## src/can_ctrl_params.svh

```systemverilog
// Constants of the CAN module control block: offsets, fields, reset values, timing
`ifndef CAN_CTRL_PARAMS_SVH
`define CAN_CTRL_PARAMS_SVH

// ****************************************
// Register map
// ****************************************
`define MODCTRL_OFFSET      4'h0
`define ADDR_W              4

// ****************************************
// Field positions of module_control
// ****************************************
`define ABORT_BIT           27
`define REQ_MODE_HI         26
`define REQ_MODE_LO         24
`define CUR_MODE_HI         23
`define CUR_MODE_LO         21
`define CAP_EN_BIT          20
`define ON_BIT              15
`define STOP_IN_IDLE_BIT           13
`define BUSY_BIT            11
`define FILT_HI             4
`define FILT_LO             0
`define UNIMPL_MASK         32'hF00F_57E0

// ****************************************
// Reset values
// ****************************************
`define REQ_MODE_RST        3'h4
`define CUR_MODE_RST        3'h4

// ****************************************
// Timing
// ****************************************
`define MODE_SETTLE_NS      40
`define CLK_PERIOD_NS       10
`define MODE_SETTLE_CYC     ((`MODE_SETTLE_NS + `CLK_PERIOD_NS - 1) / `CLK_PERIOD_NS)
`define TS_W                16

`endif

```

## src/can_ctrl_pkg.sv

```systemverilog
// Types shared by the CAN module control block
package can_ctrl_pkg;

	// ****************************************
	// Operating modes
	// ****************************************
	typedef enum logic [2:0] {
		MODE_NORMAL   = 3'h0,
		MODE_DISABLE  = 3'h1,
		MODE_LOOPBACK = 3'h2,
		MODE_LISTEN   = 3'h3,
		MODE_CONFIG   = 3'h4,
		MODE_RSVD5    = 3'h5,
		MODE_RSVD6    = 3'h6,
		MODE_LISTALL  = 3'h7
	} op_mode_type;

	// Register port request
	typedef struct packed {
		logic [3:0]  addr;
		logic [31:0] wdata;
		logic        wr;
		logic        rd;
	} reg_req_type;

	// Received-message stamp record
	typedef struct packed {
		logic        valid;
		logic [15:0] stamp;
	} stamp_type;

endpackage

```

## src/rx_timestamp_timer.sv

```systemverilog
// Receive time-stamp timer, running only while capture is enabled, with capture on valid reception
`timescale 1ns/10ps
`default_nettype none
`include "can_ctrl_params.svh"
module rx_timestamp_timer
	import can_ctrl_pkg::*;
(
	// Clock and reset
	input  wire logic  sys_clk,
	input  wire logic  rst,
	// Control
	input  wire logic  captureEn,
	input  wire logic  rxValid,
	// Result
	output stamp_type  stampOut
);

	// ****************************************
	// Timer and capture
	// ****************************************
	logic [`TS_W-1:0] count_q;     // Running timer
	logic [`TS_W-1:0] count_d;
	stamp_type        stamp_q;     // Captured value
	stamp_type        stamp_d;

	// Timer halts while capture is off, which saves its toggling power [RULE_07]
	always_comb begin
		count_d = count_q;
		stamp_d = stamp_q;
		stamp_d.valid = 1'b0;
		if (captureEn) begin
			count_d = count_q + `TS_W'(1);
			if (rxValid) begin
				// Record the timer on each valid reception [RULE_06]
				stamp_d.valid = 1'b1;
				stamp_d.stamp = count_q;
			end
		end
	end

	// Registers only
	always_ff @(posedge sys_clk or posedge rst) begin
		if (rst) begin
			count_q <= '0;
			stamp_q <= '0;
		end else begin
			count_q <= count_d;
			stamp_q <= stamp_d;
		end
	end

	assign stampOut = stamp_q;

	chk_stamp_off: assert property (@(posedge sys_clk) disable iff (rst) // [RULE_07]
		!captureEn |=> !stampOut.valid) else $error("stamp without capture");
	chk_stamp_take: assert property (@(posedge sys_clk) disable iff (rst) // [RULE_06]
		captureEn && rxValid |=> stampOut.valid && stampOut.stamp == $past(count_q))
		else $error("stamp not captured");
	// A stopped timer must not creep, or stamps after a re-enable drift
	chk_timer_hold: assert property (@(posedge sys_clk) disable iff (rst) // [RULE_07]
		!captureEn |=> $stable(count_q)) else $error("timer ran while off");

endmodule
`default_nettype wire

```

## src/can_module_control.sv

```systemverilog
// Control register and mode sequencer of the CAN module
// Function
// [RULE_01] Abort request signals all transmit buffers
// [RULE_02] Abort clears itself when all aborted
// [RULE_03] Requested mode field selects operating mode
// [RULE_04] Software never writes reserved modes 101, 110
// [RULE_05] Current mode field shows actual mode
// [RULE_06] Capture enabled: stamp each valid reception (code stamps only while the module-on bit is also set)
// [RULE_07] Capture disabled: no stamps, timer stopped
// [RULE_08] Module-on bit enables or disables module
// [RULE_09] Disable waits for current bus transaction
// [RULE_10] Software polls active flag after disable
// [RULE_11] Unimplemented bits read as zero
// [RULE_12] Current mode changes only after transition
`timescale 1ns/10ps
`default_nettype none
`include "can_ctrl_params.svh"
module can_module_control
	import can_ctrl_pkg::*;
(
	// Clock and reset
	input  wire logic        sys_clk,
	input  wire logic        rst,
	// Register port
	input  wire logic [3:0]  regAddr,
	input  wire logic [31:0] regWdata,
	input  wire logic        regWr,
	input  wire logic        regRd,
	output logic      [31:0] regRdata,
	// Protocol engine side
	input  wire logic [7:0]  txPending,
	input  wire logic        busActive,
	input  wire logic        rxValid,
	output logic             abortAllTx,
	output logic             moduleEnable,
	output op_mode_type      opMode,
	output stamp_type        rxStamp,
	output logic             stopInIdle,
	output logic [4:0]       filterCount
);

	// ****************************************
	// State
	// ****************************************
	typedef enum logic [1:0] {
		ST_IDLE   = 2'b00,   // Mode settled
		ST_WAIT   = 2'b01,   // Waiting for bus idle
		ST_SETTLE = 2'b11    // Switching mode
	} seq_type;

	reg_req_type req;                  // Bundled bus request
	seq_type     seq_q, seq_d;         // Mode sequencer
	op_mode_type reqMode_q, reqMode_d; // Requested mode
	op_mode_type curMode_q, curMode_d; // Mode in effect
	logic        abort_q, abort_d;     // Abort request
	logic        capEn_q, capEn_d;     // Capture enable
	logic        on_q, on_d;           // Module on
	logic        busy_q, busy_d;       // Module still active
	logic        stop_in_idle_q, stop_in_idle_d;     // Stop in idle (stored only)
	logic [4:0]  filt_q, filt_d;       // Filter count (stored only)
	logic [31:0] rdata_q, rdata_d;     // Read answer
	logic [2:0]  settle_q, settle_d;   // Settle counter
	logic        ctrlWrite;            // Write to control register

	assign req = '{addr: regAddr, wdata: regWdata, wr: regWr, rd: regRd};
	assign ctrlWrite = req.wr && (req.addr == `MODCTRL_OFFSET);

	// Read image of the control register; gaps stay zero [RULE_11]
	function automatic logic [31:0] ctrl_image(input logic ab, input op_mode_type rq,
			input op_mode_type cm, input logic ce, input logic on, input logic si,
			input logic bz, input logic [4:0] fc);
		logic [31:0] v;
		v = 32'h0000_0000;
		v[`ABORT_BIT] = ab;
		v[`REQ_MODE_HI:`REQ_MODE_LO] = rq;
		v[`CUR_MODE_HI:`CUR_MODE_LO] = cm; // [RULE_05]
		v[`CAP_EN_BIT] = ce;
		v[`ON_BIT] = on;
		v[`STOP_IN_IDLE_BIT] = si;
		v[`BUSY_BIT] = bz;
		v[`FILT_HI:`FILT_LO] = fc;
		return v;
	endfunction

	// ****************************************
	// Next-state logic
	// ****************************************
	always_comb begin
		reqMode_d = reqMode_q;
		capEn_d   = capEn_q;
		on_d      = on_q;
		stop_in_idle_d   = stop_in_idle_q;
		filt_d    = filt_q;
		abort_d   = abort_q;
		curMode_d = curMode_q;
		seq_d     = seq_q;
		settle_d  = settle_q;
		rdata_d   = 32'h0000_0000;
		// Self-clear once no buffer still pends [RULE_02]
		if (abort_q && (txPending == 8'h00))
			abort_d = 1'b0;
		if (ctrlWrite) begin
			// Software may only set the abort; a set beats the clear [RULE_02]
			if (req.wdata[`ABORT_BIT])
				abort_d = 1'b1;
			// Reserved codes are left to software to avoid [RULE_04]
			reqMode_d = op_mode_type'(req.wdata[`REQ_MODE_HI:`REQ_MODE_LO]); // [RULE_03]
			capEn_d   = req.wdata[`CAP_EN_BIT];
			on_d      = req.wdata[`ON_BIT];
			stop_in_idle_d   = req.wdata[`STOP_IN_IDLE_BIT];
			filt_d    = req.wdata[`FILT_HI:`FILT_LO];
		end
		// Active until the bus transaction in flight is done [RULE_09]
		busy_d = on_q || busActive;
		unique case (seq_q)
			ST_IDLE: begin
				if (reqMode_q != curMode_q)
					seq_d = ST_WAIT;
			end
			ST_WAIT: begin
				// Settling only starts between bus transactions; bus activity during settle is not checked [RULE_09]
				if (!busActive) begin
					seq_d    = ST_SETTLE;
					settle_d = 3'(`MODE_SETTLE_CYC);
				end
			end
			ST_SETTLE: begin
				if (settle_q == 3'h1) begin
					curMode_d = reqMode_q; // Old mode visible till now [RULE_12]
					seq_d     = ST_IDLE;
				end else begin
					settle_d = settle_q - 3'h1;
				end
			end
			default: seq_d = ST_IDLE;
		endcase
		if (req.rd) begin
			if (req.addr == `MODCTRL_OFFSET)
				rdata_d = ctrl_image(abort_q, reqMode_q, curMode_q, capEn_q, on_q,
					stop_in_idle_q, busy_q, filt_q);
		end
	end

	// ****************************************
	// Registers
	// ****************************************
	always_ff @(posedge sys_clk or posedge rst) begin
		if (rst) begin
			seq_q     <= ST_IDLE;
			reqMode_q <= op_mode_type'(`REQ_MODE_RST);
			curMode_q <= op_mode_type'(`CUR_MODE_RST);
			abort_q   <= 1'b0;
			capEn_q   <= 1'b0;
			on_q      <= 1'b0;
			busy_q    <= 1'b0;
			stop_in_idle_q   <= 1'b0;
			filt_q    <= 5'h00;
			rdata_q   <= 32'h0000_0000;
			settle_q  <= 3'h0;
		end else begin
			seq_q     <= seq_d;
			reqMode_q <= reqMode_d;
			curMode_q <= curMode_d;
			abort_q   <= abort_d;
			capEn_q   <= capEn_d;
			on_q      <= on_d;
			busy_q    <= busy_d;
			stop_in_idle_q   <= stop_in_idle_d;
			filt_q    <= filt_d;
			rdata_q   <= rdata_d;
			settle_q  <= settle_d;
		end
	end

	// ****************************************
	// Time-stamp unit
	// ****************************************
	rx_timestamp_timer stampUnit (
		.sys_clk   (sys_clk),
		.rst       (rst),
		.captureEn (capEn_q && on_q),
		.rxValid   (rxValid),
		.stampOut  (rxStamp)
	);

	// Outputs straight from flip-flops
	assign regRdata     = rdata_q;
	assign abortAllTx   = abort_q;   // [RULE_01]
	assign moduleEnable = on_q;      // [RULE_08]
	assign opMode       = curMode_q;
	assign stopInIdle   = stop_in_idle_q;
	assign filterCount  = filt_q;

	// ****************************************
	// Checks
	// ****************************************
	chk_abort_set: assert property (@(posedge sys_clk) disable iff (rst) // [RULE_01]
		ctrlWrite && req.wdata[`ABORT_BIT] |=> abortAllTx) else $error("abort not raised");
	chk_abort_clear: assert property (@(posedge sys_clk) disable iff (rst) // [RULE_02]
		abortAllTx && txPending == 8'h00 && !(ctrlWrite && req.wdata[`ABORT_BIT])
		|=> !abortAllTx) else $error("abort not cleared");
	// Software cannot withdraw an abort while buffers still pend
	chk_abort_hold: assert property (@(posedge sys_clk) disable iff (rst) // [RULE_02]
		abortAllTx && txPending != 8'h00 |=> abortAllTx) else $error("abort dropped early");
	chk_mode_hold: assert property (@(posedge sys_clk) disable iff (rst) // [RULE_12]
		seq_q != ST_SETTLE |=> $stable(curMode_q)) else $error("mode changed early");
	chk_mode_bus: assert property (@(posedge sys_clk) disable iff (rst) // [RULE_09]
		seq_q == ST_WAIT && busActive |=> seq_q == ST_WAIT) else $error("mode left mid-frame");
	// Busy must cover a transaction in flight even after the module is off
	chk_busy_bus: assert property (@(posedge sys_clk) disable iff (rst) // [RULE_09]
		busActive |=> busy_q) else $error("busy flag missed transaction");
	chk_mode_reach: assert property (@(posedge sys_clk) disable iff (rst) // [RULE_03]
		seq_q == ST_SETTLE && settle_q == 3'h1 |=> curMode_q == $past(reqMode_q))
		else $error("mode not reached");
	chk_read_zero: assert property (@(posedge sys_clk) disable iff (rst) // [RULE_11]
		req.rd |=> (regRdata & `UNIMPL_MASK) == 32'h0000_0000) else $error("gap bit set");
	chk_read_mode: assert property (@(posedge sys_clk) disable iff (rst) // [RULE_05]
		req.rd && req.addr == `MODCTRL_OFFSET |=> regRdata[23:21] == $past(curMode_q))
		else $error("mode readback wrong");
	chk_on_follow: assert property (@(posedge sys_clk) disable iff (rst) // [RULE_08]
		ctrlWrite |=> moduleEnable == $past(req.wdata[`ON_BIT])) else $error("on bit lost");

	cov_abort: cover property (@(posedge sys_clk) abortAllTx ##1 !abortAllTx);
	cov_mode: cover property (@(posedge sys_clk) seq_q == ST_SETTLE ##1 seq_q == ST_IDLE);
	cov_stamp: cover property (@(posedge sys_clk) rxStamp.valid);
	cov_bus_wait: cover property (@(posedge sys_clk) seq_q == ST_WAIT && busActive);

endmodule
`default_nettype wire

```

## config.mk

```make
export PLATFORM = sky130hd
export DESIGN_NAME = can_module_control
export DESIGN_NICKNAME = d
export VERILOG_FILES = /design/src/can_ctrl_pkg.sv /design/src/rx_timestamp_timer.sv /design/src/can_module_control.sv
export VERILOG_INCLUDE_DIRS = /design/src
export SDC_FILE = /design/constraint.sdc
export NUM_CORES = 1
export LEC_CHECK = 0
export BUFFER_PORTS_ARGS = -buffer_cell sky130_fd_sc_hd__buf_2
export CAP_MARGIN = 25
export CORE_MARGIN = 1.5
export CORE_UTILIZATION = 42
export CTS_BUF_LIST = sky130_fd_sc_hd__clkbuf_4 sky130_fd_sc_hd__clkbuf_8 sky130_fd_sc_hd__clkbuf_16
export CTS_CLUSTER_SIZE = 40
export DETAILED_ROUTE_END_ITERATION = 7
export PLACE_DENSITY = 0.7
export SLEW_MARGIN = 5
export SYNTH_ARGS = -nofsm -noshare
export SYNTH_HDL_FRONTEND = slang
export SYNTH_SLANG_ARGS = --single-unit
```

## constraint.sdc

```tcl
create_clock -name sys_clk -period 3.04 [get_ports sys_clk]
set_clock_uncertainty 0.05 [all_clocks]
set_input_delay 0.456 -clock sys_clk [delete_from_list [all_inputs] [get_ports sys_clk]]
set_output_delay 0.456 -clock sys_clk [all_outputs]
set_load 0.02 [all_outputs]
```

After elaboration in Yosys (flattened, before gate mapping)
Cells that the tools add are included.

Add/subtract/negate cells: 2. Equal/unequal tests: 8. Multiplexer cells: 14. Reduce and logical (&&, ||, !) cells: 12.

Operators by type and width (number): 2-to-1 mux 28 bit (2); 2-to-1 mux 17 bit (2); adder 16 x 1 -> 16 bit (second input constant) (1); logical NOT 8 bit (1); inequality test 2 bit (second input constant) (4); 2-to-1 mux 2 bit (3); 2-to-1 mux 3 bit (2); one-hot mux 2 bit (3 select lines) (1); one-hot mux 3 bit (2 select lines) (1); AND reduction 3 bit (2); logical NOT 4 bit (1); AND reduction 2 bit (2); equality test 3 x 1 -> 1 bit (second input constant) (1); logical AND 1 bit (3); 2-to-1 mux 1 bit (3); inequality test 3 bit (1); subtractor 3 x 1 -> 3 bit (second input constant) (1); equality test 2 x 1 -> 1 bit (second input constant) (1); equality test 2 bit (second input constant) (1); logical NOT 2 bit (1); nonzero test 2 bit (1); logical OR 1 bit (1).

Register bits after elaboration: 86. Input bits: 50. Output and inout bits: 60.

Logic depth before layout (Yosys ltp)
Word-level depth: 5. Gate-level depth with buffers: 6. Gate-level depth less buffers: 6.

Cells and area by module
From an unflattened synthesis, not the netlist that was laid out.

Cells, all modules: 220. Area, all modules: 2994.1 um^2.

By module, submodules not included: can_module_control (instances 1, cells each 123, area each 1629.1 um^2, seq. area each 928.4 um^2); rx_timestamp_timer (instances 1, cells each 97, area each 1365.1 um^2, seq. area each 825.8 um^2).

Least setup slack after synthesis
No wires, ideal clock.

Kind: input to register. Start: in regAddr[1]. End: reg capEn_q. Setup time: 125 ps. Data arrival time: 1392 ps. Required time: 2865 ps. Path slack: 1473 ps. Cell stages on the path: 4. Buffers on the path: 1. Cells stage by stage: nor4_4 -> nand2_2 -> buf_6 -> mux2_4.

Word-level cells in the longest chain between the ends: 2.

Ends and longest elaborated chain: start, declared (RTL line can_module_control.sv:25) `input wire logic [3:0] regAddr,`; logical NOT 4 bit (no source line); logical AND 1 bit (RTL line can_module_control.sv:66) `` assign ctrlWrite = req.wr && (req.addr == `MODCTRL_OFFSET); ``; end signal, assigned (RTL line can_module_control.sv:165) `capEn_q <= capEn_d;`; end, declared (RTL line can_module_control.sv:56) `logic capEn_q, capEn_d;`.

Every way passes these cells. A chain may end at the register's enable or synchronous reset.

Final worst setup path
Start: reg stampUnit.count_q[0]. End: reg stampUnit.count_q[8].

Word-level cells in the longest chain between the ends: 1.

Ends and longest elaborated chain: start, declared (RTL line rx_timestamp_timer.sv:21) `` logic [`TS_W-1:0] count_q; ``; start signal, assigned (RTL line rx_timestamp_timer.sv:47) `count_q <= count_d;`; adder 16 x 1 -> 16 bit (RTL line rx_timestamp_timer.sv:32) `` count_d = count_q + `TS_W'(1); ``.

Every way passes these cells.

==> run metrics <==
outcome=completed; Tot Pwr=2.56 mW; crit path capture=stampUnit.count_q[8]; Startpoint Class=register; wire per inst=13.4 um; clock slew seen by the registers of the worst setup and hold paths=0.07 ns; RR Startpoint=stampUnit.count_q[0]; fin cells=382; H-tree depth reported by CTS=3; Reg2Reg Setup Slack=1.39 ns; RSZ-0062 raised after global routing=no; gr ovfl total=0; final antenna-violating net count=0; Synth top area share=58.5%; Port Buffer Count=73; initial core utilization=43.0%; WP data required=3.26 ns; leading post-synthesis cells by cell area=dfrtp_1 (59%), mux2_2 (8.1%), mux2_4 (5.2%); die width=86.2 um; Die H=86.2 um; antenna violations before repair=0; HPWL after DPL=3500 um; final setup violation count=0; Power Density=725 nW/um2; Slew HR=59.5%; worst slew pin tran=0.607 ns; number of I/O pins=110; clock latency on the worst-skew pair=0.34 ns; setup TNS=0 ns; mapped cell area=2910 um2; Max FO, Critical Path=6; register area share after synthesis=60.4%; min cycle time layout=1.65 ns; HP Class=input pin to async pin; synth-to-layout area growth=21.4%; Max rail drop VDD=0.000291 V; LEAKAGE=1.96 nW; post-route setup slack=1.39 ns; Max clock buf depth=2; DR vias/cell=4.82; asr flop ratio synth=100%; CTS resizes=0; Reg2Reg Depth=5; Post-Syn Area per Cell=13.5 um2; root buffer cell=clkbuf_8; gp weighted congestion=0.711; Post-synth EDFFs=0; Yosys cell types=33; via count=1840; critical path arrival=1.88 ns; Post-CTS Hold Buffers=0; DRC=0; layout cells sized above 1=44.7%; post-route clock period utilization=54.3%; Yosys top cell by area=dfrtp_1; Inst Count DP=366; total CTS buffers=9; Max Freq=605 MHz; endpoints failing hold=0; FF-to-FF End=stampUnit.count_q[8]; Synth Register Bits=70; nets=350; CP Launch Point=stampUnit.count_q[0]; Antenna Cells=0; largest net degree at the start of global routing=44; Total GRT Usage=14.6%; TritonCTS clock tree=yes; # clock sinks=70; drt total wl=5120 um; crit path capture type=register; row count=30; Max-cap violations=0; DRT iter0 DRCs=101; DRT Pass-1 Iters=4; via count of the first global-routing pass=1681; worst setup path class=register to register; Setup Buffers After CTS=0; Placement Setup Slack=1.15 ns; dominant synthesized flop cell=dfrtp_1; Core Box Area=6760 um2; Slew Limit Fails=0; total number of yosys warnings=0; die area=7430 um2; first-pass GRT wire length=8140 um; Gate Count Post-Synth=216
## metal layers
metal	vias to the layer above	part of all wire, %	track usage [%]
li1	879	-	-
met1	890	48	19.4
met2	61	44	21.5
met3	10	5.4	4.57
met4	0	2.3	7.48
met5	-	0	0
## kinds of logic (layout without fill, tap and decap cells)
kind of cell	after synthesis	count (layout)	share of synthesized area (%)
DFF	70	70	60.4
and+or+nand+nor	57	57	11.5
muxes	31	31	13.3
buffers and inverters	25	96	5.60
xor gates and xnor gates	18	18	5.42
AOI/OAI and AO/OA	11	11	2.41
adders and majority gates	3	3	1.29
other	1	16	0.129
## per-stage QoR
| stage | utilization (%) | hold slack, ns | cell area [um2] |
|---|---|---|---|
| finish | 52.2 | 0.128 | 3530 |
| global route | 52.2 | 0.178 | 3530 |
| CTS | 52.2 | 0.140 | 3530 |
| detailed placement | 49.0 | 0.419 | 3310 |
| global placement | 49.0 | 0.407 | 3310 |
| floorplan | - | 0.392 | 2960 |
## layout by cell type (no fill, tap or decap), types with 9 or more instances in the layout
cell / n
clkbuf_8: 9
conb_1: 16
buf_2: 73
nand2_1: 10
dfrtp_1: 68
xnor2_1: 10
mux2_2: 21
and3_1: 13
mux2_4: 10
## area by class of cell
cell class	instances	area, um2
multi-input combinational	136	1050
fill	610	3230
sequential	70	1750
clock inverter	6	86.3
timing repair buffer	75	393
clock buffer	10	131
tap	80	100
inverter	5	18.8
## report_power, final
| part | switching, mW | internal (mW) | total (mW) |
|---|---|---|---|
| clock | 0.347 | 0.469 | 0.816 |
| sequential | 0.144 | 1.08 | 1.22 |
| combinational | 0.277 | 0.246 | 0.523 |
| total | 0.768 | 1.79 | 2.56 |
## synthesized netlist by cell type (2+ instances only)
cell type  number
dfrtp_1        68
mux2_2         21
buf_4          16
and3_1         13
mux2_4         10
nand2_1        10
xnor2_1        10
nand3_1         8
xor2_1          8
and3_2          6
inv_1           5
nor2_1          4
o21ai_0         4
a21oi_1         3
ha_1            3
nand4_1         3
nor3_1          3
nor4_1          3
a22o_1          2
clkbuf_1        2
dfstp_2         2
## state kept, by name, summed over array words and instances (netlist names), 2 cells and up
name / count
reqMode_q: 3
filterCount: 5
settle_q: 3
opMode: 3
seq_q: 2
stampUnit.count_q: 16
stampUnit.stampOut: 17
regRdata: 16
## worst max-delay path, cell delays in order, from the launching register on
cell and delay (ns):
dfrtp_1 0.42, ha_1 0.17, nand3_1 0.11, nor2_1 0.44
and3_1 0.27, xor2_1 0.14
## worst min-delay path by stage
| stage | start | end | depth (start not counted) |
|---|---|---|---|
| global placement | stampUnit.count_q[15] | stampUnit.count_q[15] | 1 |
| CTS | rst | stampUnit.stampOut[8] | 2 |
| floorplan | stampUnit.count_q[15] | stampUnit.count_q[15] | 1 |
| detailed placement | stampUnit.count_q[15] | stampUnit.count_q[15] | 1 |
| finish | rst | stampUnit.count_q[6] | 2 |
| global route | rst | regRdata[23] | 2 |
No activity file was read; power rests on OpenSTA's default activity.
